--- src/rtl/dmag_pkg.sv ---
package dmag_pkg;
    localparam int ADDR_W = 12;
    localparam int DATA_W = 8;
    localparam int INSTR_W = 16;
    localparam int BANK_W = 4;
    localparam int PAIRS = 3;
    localparam int PAIR_STRIDE = 8;
    localparam int PAIR_SPAN = 7;
    localparam int HIGH_W = 4;
    localparam int A_BIT = 8;
    localparam int D_BIT = 9;
    localparam int OPC_MSB = 15;
    localparam int OPC_LSB = 10;
    localparam logic [11:0] PAIR0_BASE = 12'hFEF;
    localparam logic [11:0] FORCED_BASE = 12'hF00;
    localparam logic [11:0] BANK0_BASE = 12'h000;
    localparam logic [11:0] PTR_RESET = 12'h000;
    localparam logic [11:0] PTR_ONE = 12'h001;
    localparam logic [7:0] ILO_LIMIT = 8'h5F;
    localparam logic [7:0] ZERO_BYTE = 8'h00;
    localparam logic [3:0] ZERO_NIB = 4'h0;
    localparam logic [5:0] OPC_ADD_ACCUM_TO_FILE = 6'h09;
    localparam logic [2:0] OFS_PLAIN = 3'h0;
    localparam logic [2:0] OFS_POST_INCREMENT_OPERAND = 3'h1;
    localparam logic [2:0] OFS_POST_DECREMENT_OPERAND = 3'h2;
    localparam logic [2:0] OFS_PRE_INCREMENT_OPERAND = 3'h3;
    localparam logic [2:0] OFS_OFFSET_BY_ACCUM_OPERAND = 3'h4;
    localparam logic [2:0] OFS_HIGH = 3'h5;
    localparam logic [2:0] OFS_LOW = 3'h6;

    typedef struct packed {
        logic hit;
        logic [1:0] pair;
        logic [2:0] ofs;
    } dmag_hit_t;

    typedef enum logic [1:0] {
        KIND_MEM,
        KIND_PTR_HIGH,
        KIND_PTR_LOW,
        KIND_VOID
    } dmag_kind_t;
endpackage

--- src/rtl/dmag_addr_gen.sv ---
`timescale 1ns/10ps
`default_nettype none
module dmag_addr_gen (
    input wire logic mclk,
    input wire logic resetn,
    input wire logic extended_set_enable,
    input wire logic req,
    input wire logic wr,
    input wire logic byte_bit_op,
    input wire logic [dmag_pkg::INSTR_W-1:0] instr,
    input wire logic [dmag_pkg::ADDR_W-1:0] full_addr,
    input wire logic [dmag_pkg::DATA_W-1:0] wdata,
    input wire logic [dmag_pkg::DATA_W-1:0] accum,
    input wire logic [dmag_pkg::BANK_W-1:0] bank_select_register,
    input wire logic [dmag_pkg::DATA_W-1:0] mem_rdata,
    output logic [dmag_pkg::ADDR_W-1:0] mem_addr,
    output logic mem_rd,
    output logic mem_wr,
    output logic [dmag_pkg::DATA_W-1:0] mem_wdata,
    output logic rvalid,
    output logic [dmag_pkg::DATA_W-1:0] rdata,
    output logic dec_add_accum_to_file,
    output logic dest_to_file,
    output logic ilo_active,
    output logic ext_decode_en,
    output logic [dmag_pkg::ADDR_W-1:0] pointer_pair_0,
    output logic [dmag_pkg::ADDR_W-1:0] pointer_pair_1,
    output logic [dmag_pkg::ADDR_W-1:0] pointer_pair_2
);
    import dmag_pkg::*;

    // which pointer slot an address hits
    function automatic dmag_hit_t sfr_hit(input logic [ADDR_W-1:0] addr);
        dmag_hit_t r;
        logic [ADDR_W-1:0] diff;
        r = '0;
        diff = '0;
        for (int n = 0; n < PAIRS; n++) begin
            diff = ADDR_W'(int'(PAIR0_BASE) - PAIR_STRIDE * n - int'(addr));
            if (diff < ADDR_W'(PAIR_SPAN)) begin
                r.hit = 1'b1;
                r.pair = 2'(n);
                r.ofs = diff[2:0];
            end
        end
        return r;
    endfunction

    logic [ADDR_W-1:0] ptr [PAIRS];
    logic [DATA_W-1:0] fld;
    logic acc_bit;
    logic [ADDR_W-1:0] dir_addr;
    logic ilo;
    dmag_hit_t hit1;
    dmag_hit_t hit2;
    logic virt1;
    logic [ADDR_W-1:0] ind_ptr;
    logic [ADDR_W-1:0] ind_addr;
    logic [ADDR_W-1:0] eff_addr;
    dmag_kind_t kind;
    logic ptr_write;
    logic adj_mode;
    logic [DATA_W-1:0] local_data;
    logic resp_pend;
    logic resp_local;
    logic [DATA_W-1:0] resp_data;

    assign fld = instr[DATA_W-1:0];
    assign acc_bit = instr[A_BIT];

    // direct address formation
    always_comb begin
        ilo = 1'b0;
        if (!byte_bit_op) begin
            dir_addr = full_addr;
        end else if (acc_bit) begin
            dir_addr = {bank_select_register, fld};
        end else if (fld <= ILO_LIMIT) begin
            if (extended_set_enable) begin
                ilo = 1'b1;
                dir_addr = ptr[2] + {ZERO_NIB, fld};
            end else begin
                dir_addr = BANK0_BASE | {ZERO_NIB, fld};
            end
        end else begin
            dir_addr = FORCED_BASE | {ZERO_NIB, fld};
        end
    end

    // indirect resolution, same for every pair in both modes
    assign hit1 = sfr_hit(dir_addr);
    assign virt1 = hit1.hit && (hit1.ofs <= OFS_OFFSET_BY_ACCUM_OPERAND);
    assign ind_ptr = ptr[hit1.pair];

    always_comb begin
        case (hit1.ofs)
            OFS_PRE_INCREMENT_OPERAND: ind_addr = ind_ptr + PTR_ONE;
            OFS_OFFSET_BY_ACCUM_OPERAND: ind_addr = ind_ptr + {{HIGH_W{accum[DATA_W-1]}}, accum};
            default: ind_addr = ind_ptr;
        endcase
    end

    assign eff_addr = virt1 ? ind_addr : dir_addr;
    assign hit2 = sfr_hit(eff_addr);

    always_comb begin
        if (virt1 && hit2.hit && hit2.ofs <= OFS_OFFSET_BY_ACCUM_OPERAND) begin
            kind = KIND_VOID;
        end else if (hit2.hit && hit2.ofs == OFS_HIGH) begin
            kind = KIND_PTR_HIGH;
        end else if (hit2.hit && hit2.ofs == OFS_LOW) begin
            kind = KIND_PTR_LOW;
        end else begin
            kind = KIND_MEM;
        end
    end

    assign ptr_write = req && wr && (kind == KIND_PTR_HIGH || kind == KIND_PTR_LOW);
    assign adj_mode = virt1 && (hit1.ofs == OFS_POST_INCREMENT_OPERAND || hit1.ofs == OFS_POST_DECREMENT_OPERAND
        || hit1.ofs == OFS_PRE_INCREMENT_OPERAND);

    // pointer pairs
    generate
        for (genvar n = 0; n < PAIRS; n++) begin : g_ptr
            logic wr_this;
            logic adj_this;
            assign wr_this = ptr_write && hit2.pair == 2'(n);
            assign adj_this = req && adj_mode && hit1.pair == 2'(n);
            always_ff @(posedge mclk) begin
                if (!resetn) begin
                    ptr[n] <= PTR_RESET;
                end else if (wr_this) begin
                    if (kind == KIND_PTR_HIGH) begin
                        ptr[n] <= {wdata[HIGH_W-1:0], ptr[n][DATA_W-1:0]};
                    end else begin
                        ptr[n] <= {ptr[n][ADDR_W-1:DATA_W], wdata};
                    end
                end else if (adj_this) begin
                    if (hit1.ofs == OFS_POST_DECREMENT_OPERAND) begin
                        ptr[n] <= ptr[n] - PTR_ONE;
                    end else begin
                        ptr[n] <= ptr[n] + PTR_ONE;
                    end
                end
            end
        end
    endgenerate

    assign pointer_pair_0 = ptr[0];
    assign pointer_pair_1 = ptr[1];
    assign pointer_pair_2 = ptr[2];

    // memory strobes
    always_ff @(posedge mclk) begin
        if (!resetn) begin
            mem_addr <= PTR_RESET;
            mem_rd <= 1'b0;
            mem_wr <= 1'b0;
            mem_wdata <= ZERO_BYTE;
        end else begin
            mem_rd <= req && !wr && kind == KIND_MEM;
            mem_wr <= req && wr && kind == KIND_MEM;
            if (req) begin
                mem_addr <= eff_addr;
                mem_wdata <= wdata;
            end
        end
    end

    always_comb begin
        case (kind)
            KIND_PTR_HIGH: local_data = {ZERO_NIB, ptr[hit2.pair][ADDR_W-1:DATA_W]};
            KIND_PTR_LOW: local_data = ptr[hit2.pair][DATA_W-1:0];
            default: local_data = ZERO_BYTE;
        endcase
    end

    // read answer two edges after the request
    always_ff @(posedge mclk) begin
        if (!resetn) begin
            resp_pend <= 1'b0;
            resp_local <= 1'b0;
            resp_data <= ZERO_BYTE;
            rvalid <= 1'b0;
            rdata <= ZERO_BYTE;
        end else begin
            resp_pend <= req;
            resp_local <= kind != KIND_MEM;
            resp_data <= local_data;
            rvalid <= resp_pend;
            if (resp_pend) begin
                rdata <= resp_local ? resp_data : mem_rdata;
            end
        end
    end

    // instruction side decode
    always_ff @(posedge mclk) begin
        if (!resetn) begin
            dec_add_accum_to_file <= 1'b0;
            dest_to_file <= 1'b0;
            ilo_active <= 1'b0;
            ext_decode_en <= 1'b0;
        end else begin
            ext_decode_en <= extended_set_enable;
            if (req) begin
                dec_add_accum_to_file <= instr[OPC_MSB:OPC_LSB] == OPC_ADD_ACCUM_TO_FILE;
                dest_to_file <= byte_bit_op && instr[D_BIT];
                ilo_active <= ilo;
            end
        end
    end

    logic own_wr;
    assign own_wr = ptr_write && hit2.pair == hit1.pair;

    AST_PLAIN_ADDR: assert property (@(posedge mclk) disable iff (!resetn)
        req && virt1 && hit1.ofs == OFS_PLAIN && kind == KIND_MEM
        |=> mem_addr == $past(ind_ptr) && ptr[$past(hit1.pair)] == $past(ind_ptr))
        else $error("plain indirect address or pointer wrong");

    AST_POST_DECREMENT_OPERAND: assert property (@(posedge mclk) disable iff (!resetn)
        req && virt1 && hit1.ofs == OFS_POST_DECREMENT_OPERAND && !own_wr
        |=> ptr[$past(hit1.pair)] == $past(ind_ptr) - PTR_ONE
            && (!mem_rd && !mem_wr || mem_addr == $past(ind_ptr)))
        else $error("post-decrement wrong");

    AST_POST_INCREMENT_OPERAND: assert property (@(posedge mclk) disable iff (!resetn)
        req && virt1 && hit1.ofs == OFS_POST_INCREMENT_OPERAND && !own_wr
        |=> ptr[$past(hit1.pair)] == $past(ind_ptr) + PTR_ONE
            && (!mem_rd && !mem_wr || mem_addr == $past(ind_ptr)))
        else $error("post-increment wrong");

    AST_PRE_INCREMENT_OPERAND: assert property (@(posedge mclk) disable iff (!resetn)
        req && virt1 && hit1.ofs == OFS_PRE_INCREMENT_OPERAND && kind == KIND_MEM
        |=> mem_addr == ptr[$past(hit1.pair)])
        else $error("pre-increment address is not the new pointer");

    AST_OFFSET_BY_ACCUM_OPERAND: assert property (@(posedge mclk) disable iff (!resetn)
        req && virt1 && hit1.ofs == OFS_OFFSET_BY_ACCUM_OPERAND && kind == KIND_MEM && !ptr_write
        |=> mem_addr == $past(ind_ptr) + {{HIGH_W{$past(accum[DATA_W-1])}}, $past(accum)}
            && ptr[$past(hit1.pair)] == $past(ind_ptr))
        else $error("offset-by-accumulator wrong");

    AST_VOID: assert property (@(posedge mclk) disable iff (!resetn)
        req && kind == KIND_VOID
        |=> !mem_rd && !mem_wr ##1 rvalid && rdata == ZERO_BYTE)
        else $error("virtual target not void");

    AST_OWN_WRITE: assert property (@(posedge mclk) disable iff (!resetn)
        req && own_wr && kind == KIND_PTR_LOW
        |=> ptr[$past(hit1.pair)][DATA_W-1:0] == $past(wdata))
        else $error("self write was adjusted");

    AST_LONG: assert property (@(posedge mclk) disable iff (!resetn)
        req && byte_bit_op && acc_bit && kind == KIND_MEM && !virt1
        |=> mem_addr == {$past(bank_select_register), $past(fld)})
        else $error("direct long address wrong");

    AST_ILO: assert property (@(posedge mclk) disable iff (!resetn)
        req && ilo && kind == KIND_MEM && !virt1
        |=> ilo_active && mem_addr == $past(ptr[2]) + {ZERO_NIB, $past(fld)})
        else $error("indexed literal offset address wrong");

    AST_FORCED: assert property (@(posedge mclk) disable iff (!resetn)
        req && byte_bit_op && !acc_bit && fld > ILO_LIMIT && kind == KIND_MEM && !virt1
        |=> mem_addr == (FORCED_BASE | {ZERO_NIB, $past(fld)}))
        else $error("forced address wrong");

    AST_PTR_BYTE_LOCAL: assert property (@(posedge mclk) disable iff (!resetn)
        req && (kind == KIND_PTR_HIGH || kind == KIND_PTR_LOW)
        |=> !mem_rd && !mem_wr ##1 rvalid)
        else $error("pointer byte access reached memory");

    AST_HIGH_NIBBLE: assert property (@(posedge mclk) disable iff (!resetn)
        req && !wr && kind == KIND_PTR_HIGH
        |=> ##1 rvalid && rdata[DATA_W-1:HIGH_W] == ZERO_NIB)
        else $error("pointer high byte upper bits not zero");

endmodule // dmag_addr_gen
`default_nettype wire

--- config.mk ---
export PLATFORM = sky130hd
export DESIGN_NAME = dmag_addr_gen
export DESIGN_NICKNAME = d
export VERILOG_FILES = /design/src/rtl/dmag_pkg.sv /design/src/rtl/dmag_addr_gen.sv
export SDC_FILE = /design/constraint.sdc
export NUM_CORES = 1
export LEC_CHECK = 0
export CAP_MARGIN = 15
export CELL_PAD_IN_SITES_DETAIL_PLACEMENT = 1
export CELL_PAD_IN_SITES_GLOBAL_PLACEMENT = 1
export CORE_ASPECT_RATIO = 1.4
export CORE_UTILIZATION = 52
export DETAILED_ROUTE_END_ITERATION = 16
export DONT_BUFFER_PORTS = 1
export PLACE_DENSITY = 0.88
export SLEW_MARGIN = 20
export SYNTH_ARGS = -nofsm -noshare
export SYNTH_HDL_FRONTEND = slang
export SYNTH_SLANG_ARGS = --single-unit
export TNS_END_PERCENT = 50
--- constraint.sdc ---
create_clock -name mclk -period 26.3 [get_ports mclk]
set_input_delay 1.315 -clock mclk [delete_from_list [all_inputs] [get_ports mclk]]
set_output_delay 1.315 -clock mclk [all_outputs]
set_load 0.03 [all_outputs]
==> results of run 1 <==
## per-stage QoR
stage | setup slack [ns] | total power, uW | instance area (um2) | util, %
after CTS | 14.75 | 358 | 7530 | 56.0
after global routing | 14.03 | 368 | 7540 | 56.0
after global placement | 15.08 | 215 | 7200 | 53.5
after detailed placement | 14.47 | 218 | 7200 | 53.5
final | 14.62 | 358 | 7540 | 56.0
after floorplan | 16.72 | 202 | 7190 | -
## worst paths after layout
path,slack (ns),endpoint,cells after the start
worst max-delay path,14.62,ptr[2][6],38
worst min-delay path,0.57,rdata[0],2
worst max register to register,14.86,ptr[2][6],38
worst min register to register,0.57,rdata[0],2
## metal layers
metal  part of all wire (%)  track usage, %  wire length (um)
met5                      0               0                 0
met4                    6.1            22.2              1660
met3                    6.8            7.64              1860
met2                     51            68.6             13800
met1                     36            42.4              9910
## final cells by class
cell class / count / area, um2
antenna: 2 / 5.00
multi-input combinational: 680 / 4780
clock buffer: 11 / 264
timing repair buffer: 6 / 45.0
clock inverter: 5 / 67.6
tap: 182 / 228
inverter: 43 / 161
fill: 1596 / 5910
sequential: 81 / 1980
## synth_stat cells (all sizes together), types with 5 or more instances
cell type and n:
nand3 26, buf 18, ha 32, nand2 49, a22o 26, a31oi 15, a21o 10, dfxtp 45
o211ai 16, a22oi 8, and3 27, o221ai 16, or4 6, nor3b 6, nor3 27, o21ai 36
o32ai 9, xor2 19, or3 6, nand2b 11, edfxtp 36, a21oi 53, clkbuf 38, or2 5
nand4 20, nor2 82, nor4 10, a2bb2oi 5, mux2i 23, xnor2 37, inv 43, o22ai 7
a211oi 15
## registers in the layout, indices dropped and copies added, names as in the netlist
register               count
resp_local                 1
dest_to_file               1
resp_pend                  1
mem_wr                     1
ext_decode_en              1
mem_wdata                  8
rdata                      8
resp_data                  8
ilo_active                 1
mem_rd                     1
dec_add_accum_to_file      1
rvalid                     1
mem_addr                  12
ptr                       36
## where the power goes
group | switching (uW) | total, uW | internal, uW
Combinational | 39.2 | 61.3 | 22.1
Sequential | 19.4 | 156 | 137
Clock | 57.5 | 141 | 83.5
## worst register-to-register path, delay by kind of cell, from the launching register on
kind                       cells  cell delay (ns)
DFF                            1             0.61
AOI/OAI and AO/OA             17             4.26
buffers and inverters          4             0.42
adders and majority gates      7             2.33
and+or+nand+nor                8             3.18
xor gates and xnor gates       2             0.36
## logic make-up (layout without fill, tap and decap cells)
kind of cell,Yosys count,count (layout),share of synthesized area (%)
mux,24,24,3.36
flops,81,81,27.6
fa+ha+maj,34,34,6.12
xor+xnor,56,56,6.82
simple gates,303,303,22.7
compound gates,263,263,27.4
other cells,0,2,0
buf+inv,99,65,5.98
==> results.sh, run 1 <==
export IMPL_timing_fmax_mhz=85.6
export IMPL_vias_per_std_cell=7.18
export IMPL_ctsRootBufferMaster="sky130_fd_sc_hd__clkbuf_16"
export IMPL_cap_violations=0
export IMPL_syn_area_um2=7190
export IMPL_cellLeakagePower_uw=0.00288
export IMPL_die_area_um2=14300
export IMPL_first_global_vias=7607
export IMPL_critPathLaunchType="input pin"
export IMPL_grt_first_pass_wirelength_um=41900
export IMPL_cts_buffers=9
export IMPL_synthToLayoutAreaGrowth_pct=4.78
export IMPL_finish_net_count=917
export IMPL_globalRouteOverflowTotal=0
export IMPL_gpl_final_weighted_congestion=1.00
export IMPL_share_of_synthesized_flip_flops_with_an_asynchronous_set_or_reset_pct=0
export IMPL_critPathMaxFanout=13
export IMPL_synth_area_per_cell_um2=8.36
export IMPL_fin_worst_hold_slack_ns=0.567
export IMPL_synth_area_top_cells="sky130_fd_sc_hd__edfxtp_1 (15%), sky130_fd_sc_hd__dfxtp_1 (13%), sky130_fd_sc_hd__ha_1 (5.6%)"
export IMPL_rsz0062_at_grt="no"
export IMPL_post_layout_nonfiller_instances=1010
export IMPL_antenna_found_initial=1
export IMPL_largest_buffer_count_on_any_clock_path=2
export IMPL_core_rowCount=50
export IMPL_worst_skew_pair_late_latency_ns=0.35
export IMPL_clock_tree_from_tritoncts="done"
export IMPL_num_io_pins=133
export IMPL_firstDrtPassIters=6
export IMPL_finalSetupViolCount=0
export IMPL_post_route_cells_drive_above_1_share_pct=8.35
export IMPL_clock_tree_htree_level_count=3
export IMPL_initial_utilization_pct=53.5
export IMPL_cts_post_setup_buffers_inserted=0
export IMPL_layout_worst_path_cycle_share_pct=44.4
export IMPL_cellPowerDensity_nw_per_um2=47.6
export IMPL_place_inst=992
export IMPL_yosys_area_top_type="sky130_fd_sc_hd__edfxtp_1"
export IMPL_cts_hold_fix_buffers=0
export IMPL_drt_wl_total_um=27300
export IMPL_dieHeight_um=141
export IMPL_most_frequent_cells_in_the_layout="sky130_fd_sc_hd__nor2_1 (80), sky130_fd_sc_hd__nand2_1 (48), sky130_fd_sc_hd__dfxtp_1 (45)"
export IMPL_crit_path_top_delay_cell="sky130_fd_sc_hd__nor3b_1"
export IMPL_timing_final_hold_violations=0
export IMPL_r2r_start="ptr[2][0]"
export IMPL_placeableCoreArea_um2=13500
export IMPL_ir_worst_vdd_v=0.0000369
export IMPL_crit_path_start="instr[0]"
export IMPL_detail_route_drc_violations=0
export IMPL_hold_path_class="reg2reg"
export IMPL_dieWidth_um=101
export IMPL_clock_net_sink_count=81
export IMPL_syn_num_nets=956
export IMPL_drt_iter0_markers=468
export IMPL_grtUsageTotal_pct=38.8
export IMPL_place_hpwl_um=20900
export IMPL_cts_reportedPaths_clkPinSlew_ns=0.07
export IMPL_tightestPinTransition_ns=1.09
export IMPL_timing_max_slew_rel_slack_pct=27.0
export IMPL_cts_resized=0
export IMPL_synth_top_cell_area_share_pct=15.0
export IMPL_timing_worst_setup_path_type="in2reg"
export IMPL_synth_warning_count=0
export IMPL_critical_path_top_delay_family="compound AO/OA/AOI/OAI gates"
export IMPL_layout_min_cycle_time_ns=11.68
export IMPL_synth_top_flop_cell="sky130_fd_sc_hd__dfxtp_1"
export IMPL_finalMaxSlewViolations=0
export IMPL_hold_crit_start="resp_data[0]"
export IMPL_synth_edff_count=36
export IMPL_synth_seq_cells=81
export IMPL_cp_num_buf_inv=4
export IMPL_timing_clock_skew_ns=0.00553
export IMPL_status="finished clean"
export IMPL_timing_critical_path_to_type="register"
export IMPL_routed_wire_length_per_instance_um=27.0
export IMPL_postRouteAntennaNets=0
export IMPL_timing_critical_path_slowest_cell_delay_ns=0.89
export IMPL_grt_max_degree=39
export IMPL_cp_required_ns=26.35
export IMPL_yosysUniqueCellTypes=92
export IMPL_fin_tns_setup_ns=0
export IMPL_arrival_time_at_the_worst_endpoint_ns=11.73
export IMPL_final_common_cell="sky130_fd_sc_hd__nor2_1"
export IMPL_io_buffers=0
export IMPL_timing_critical_path_mode_cell="sky130_fd_sc_hd__ha_1"
export IMPL_num_vias=7247
export IMPL_syn_instance_count=860
export IMPL_synth_seq_area_share_pct=27.6
No activity file was read; power rests on OpenSTA's default activity.
==> inputs of run 2 (changes only) <==
--- a/config.mk
+++ b/config.mk
@@ -9,10 +9,10 @@
 export CELL_PAD_IN_SITES_DETAIL_PLACEMENT = 1
 export CELL_PAD_IN_SITES_GLOBAL_PLACEMENT = 1
 export CORE_ASPECT_RATIO = 1.4
-export CORE_UTILIZATION = 52
+export CORE_UTILIZATION = 49
 export DETAILED_ROUTE_END_ITERATION = 16
 export DONT_BUFFER_PORTS = 1
-export PLACE_DENSITY = 0.88
+export PLACE_DENSITY = 0.84
 export SLEW_MARGIN = 20
 export SYNTH_ARGS = -nofsm -noshare
 export SYNTH_HDL_FRONTEND = slang
==> constraint.sdc (replaced) <==
create_clock -name mclk -period 11.42 [get_ports mclk]
set_input_delay 0.571 -clock mclk [delete_from_list [all_inputs] [get_ports mclk]]
set_output_delay 0.571 -clock mclk [all_outputs]
set_load 0.03 [all_outputs]
==> run 2 against run 1 <==
Wire length increased by 3.5%. Utilization decreased by 3.2 points. Critical path depth increased by 2. Combinational power increased by 140%. Clock-buffer cell count decreased by 1. Critical path type is now reg2reg. Power increased by 130%. Sequential share of layout area decreased by 0.23 points. Non-clock buffer count increased by 9. Clock power increased by 130%. Highest routed layer unchanged. Worst setup slack got worse by 14 ns.
==> results.sh, run 2 (same netlist as run 1, synthesis figures left out) <==
export IMPL_first_global_vias=7351
export IMPL_place_hpwl_um=22000
export IMPL_worst_skew_pair_late_latency_ns=0.35
export IMPL_finish_net_count=926
export IMPL_grt_max_degree=39
export IMPL_registers_with_the_most_flip_flops="ptr: 36 flops, mem_addr: 12 flops"
export IMPL_num_vias=7137
export IMPL_final_fill_count=1718
export IMPL_fin_tns_setup_ns=0
export IMPL_critPathMaxFanout=16
export IMPL_clock_tree_from_tritoncts="done"
export IMPL_timing_max_slew_rel_slack_pct=45.8
export IMPL_multi_input_area_um2=4780
export IMPL_detail_route_drc_violations=0
export IMPL_registers_top_by_ff_count="ptr"
export IMPL_clock_net_sink_count=81
export IMPL_status="finished clean"
export IMPL_timing_critical_path_slowest_cell_delay_ns=0.63
export IMPL_cp_required_ns=11.42
export IMPL_grt_first_pass_wirelength_um=42900
export IMPL_place_inst=1008
export IMPL_firstDrtPassIters=5
export IMPL_cellLeakagePower_uw=0.00293
export IMPL_final_seq_area_um2=1980
export IMPL_ir_worst_vdd_v=0.0000907
export IMPL_die_area_um2=15200
export IMPL_finalMaxSlewViolations=0
export IMPL_dieWidth_um=104
export IMPL_hold_path_class="in2reg"
export IMPL_final_common_cell="sky130_fd_sc_hd__nor2_1"
export IMPL_cts_post_setup_buffers_inserted=0
export IMPL_critPathLaunchType="register"
export IMPL_crit_path_top_delay_cell="sky130_fd_sc_hd__edfxtp_1"
export IMPL_timing_critical_path_to_type="register"
export IMPL_cap_violations=0
export IMPL_antenna_found_initial=0
export IMPL_globalRouteOverflowTotal=0
export IMPL_core_rowCount=52
export IMPL_cellPowerDensity_nw_per_um2=108
export IMPL_initial_utilization_pct=50.0
export IMPL_post_route_cells_drive_above_1_share_pct=9.34
export IMPL_timing_final_hold_violations=0
export IMPL_timing_critical_path_mode_cell="sky130_fd_sc_hd__ha_1"
export IMPL_layout_worst_path_cycle_share_pct=93.8
export IMPL_ctsRootBufferMaster="sky130_fd_sc_hd__clkbuf_16"
export IMPL_finalSetupViolCount=0
export IMPL_place_ws_ns=0.828
export IMPL_cts_buffers=9
export IMPL_diodes=0
export IMPL_postRouteAntennaNets=0
export IMPL_cell_internal_pwr_uw=554
export IMPL_routed_wire_length_per_instance_um=27.6
export IMPL_p_sw_share_pct=32.8
export IMPL_io_buffers=0
export IMPL_clock_tree_htree_level_count=3
export IMPL_drt_iter0_markers=397
export IMPL_synthToLayoutAreaGrowth_pct=5.69
export IMPL_timing_worst_setup_path_type="reg2reg"
export IMPL_total_switching_power_uw=270
export IMPL_timing_clock_skew_ns=0.0150
export IMPL_p_clk_share_pct=38.7
export IMPL_drt_wl_total_um=28200
export IMPL_grtUsageTotal_pct=36.9
export IMPL_layout_min_cycle_time_ns=10.71
export IMPL_rsz0062_at_grt="no"
export IMPL_vias_per_std_cell=6.97
export IMPL_placeableCoreArea_um2=14400
export IMPL_arrival_time_at_the_worst_endpoint_ns=10.71
export IMPL_dieHeight_um=145
export IMPL_post_layout_nonfiller_instances=1024
export IMPL_share_comb_of_total_power_pct=17.9
export IMPL_num_io_pins=133
export IMPL_worst_slack_ns=0.709
export IMPL_seqPwrFrac_pct=43.5
export IMPL_timing_fmax_mhz=93.4
export IMPL_tightestPinTransition_ns=0.809
export IMPL_most_frequent_cells_in_the_layout="sky130_fd_sc_hd__nor2_1 (79), sky130_fd_sc_hd__nand2_1 (48), sky130_fd_sc_hd__a21oi_1 (45), sky130_fd_sc_hd__dfxtp_1 (45), sky130_fd_sc_hd__inv_1 (41)"
export IMPL_gpl_final_weighted_congestion=0.915
export IMPL_largest_buffer_count_on_any_clock_path=2
export IMPL_cts_reportedPaths_clkPinSlew_ns=0.07
export IMPL_largest_reg_flops=36
run 2: cell count changes in the layout (fill, tap and decap cells not counted), sizes merged:
cell,before,now
buf,6,15
diode,2,0
clkbuf,11,10
inv,46,47
run 2: final cells by class:
| cell class | count | share of cell area (%) |
|---|---|---|
| multi-input combinational | 680 | 62.9 |
| sequential | 81 | 26.1 |
| clock inverter | 6 | 1.00 |
| timing repair buffer | 15 | 1.48 |
| tap | 189 | 3.11 |
| clock buffer | 10 | 3.29 |
| inverter | 43 | 2.12 |
run 2: stage by stage:
stage,area (um2),power (uW),util (%),hold slack [ns]
finish,7600,823,52.9,0.281
global route,7600,847,52.9,0.278
CTS,7600,822,52.8,0.280
detailed placement,7270,507,50.6,0.547
global placement,7270,501,50.6,0.529
floorplan,7190,465,-,0.518
run 2: final timing paths:
kind | start | end | slack, ns | cells after the start
worst max-delay path | ptr[2][0] | ptr[2][7] | 0.71 | 40
worst max register to register | ptr[2][0] | ptr[2][7] | 0.71 | 40
worst min register to register | resp_data[6] | rdata[6] | 0.57 | 2
worst min-delay path | wr | mem_rd | 0.28 | 1
run 2: what timing repair did:
action,in CTS,in global routing
hold buffers,0,0
resized for setup,0,1
setup endpoints to repair,0,8
run 2: critical path, delay by kind of cell, from the launching register on:
kind | cells | cell delay (ns)
adder cells (fa/ha/maj) | 7 | 2.30
buffers and inverters | 5 | 0.66
AO/OA/AOI/OAI | 18 | 4.94
AND/OR/NAND/NOR | 7 | 1.38
XOR/XNOR | 3 | 0.42
flip-flops | 1 | 0.63
run 2: power by group through the flow:
stage                     clock network [uW]  logic, uW  registers [uW]
after floorplan                            0        112             353
after global placement                     0        138             363
after detailed placement                   0        143             364
after CTS                                320        145             357
after global routing                     331        157             359
final                                    318        147             358
run 2: per-layer routing:
layer	up-vias	routed length, um	track usage (%)
met5	-	0	0
met4	0	1840	22.9
met3	107	1670	6.05
met2	317	14400	65.9
met1	3506	10300	40.5
li1	3207	-	-
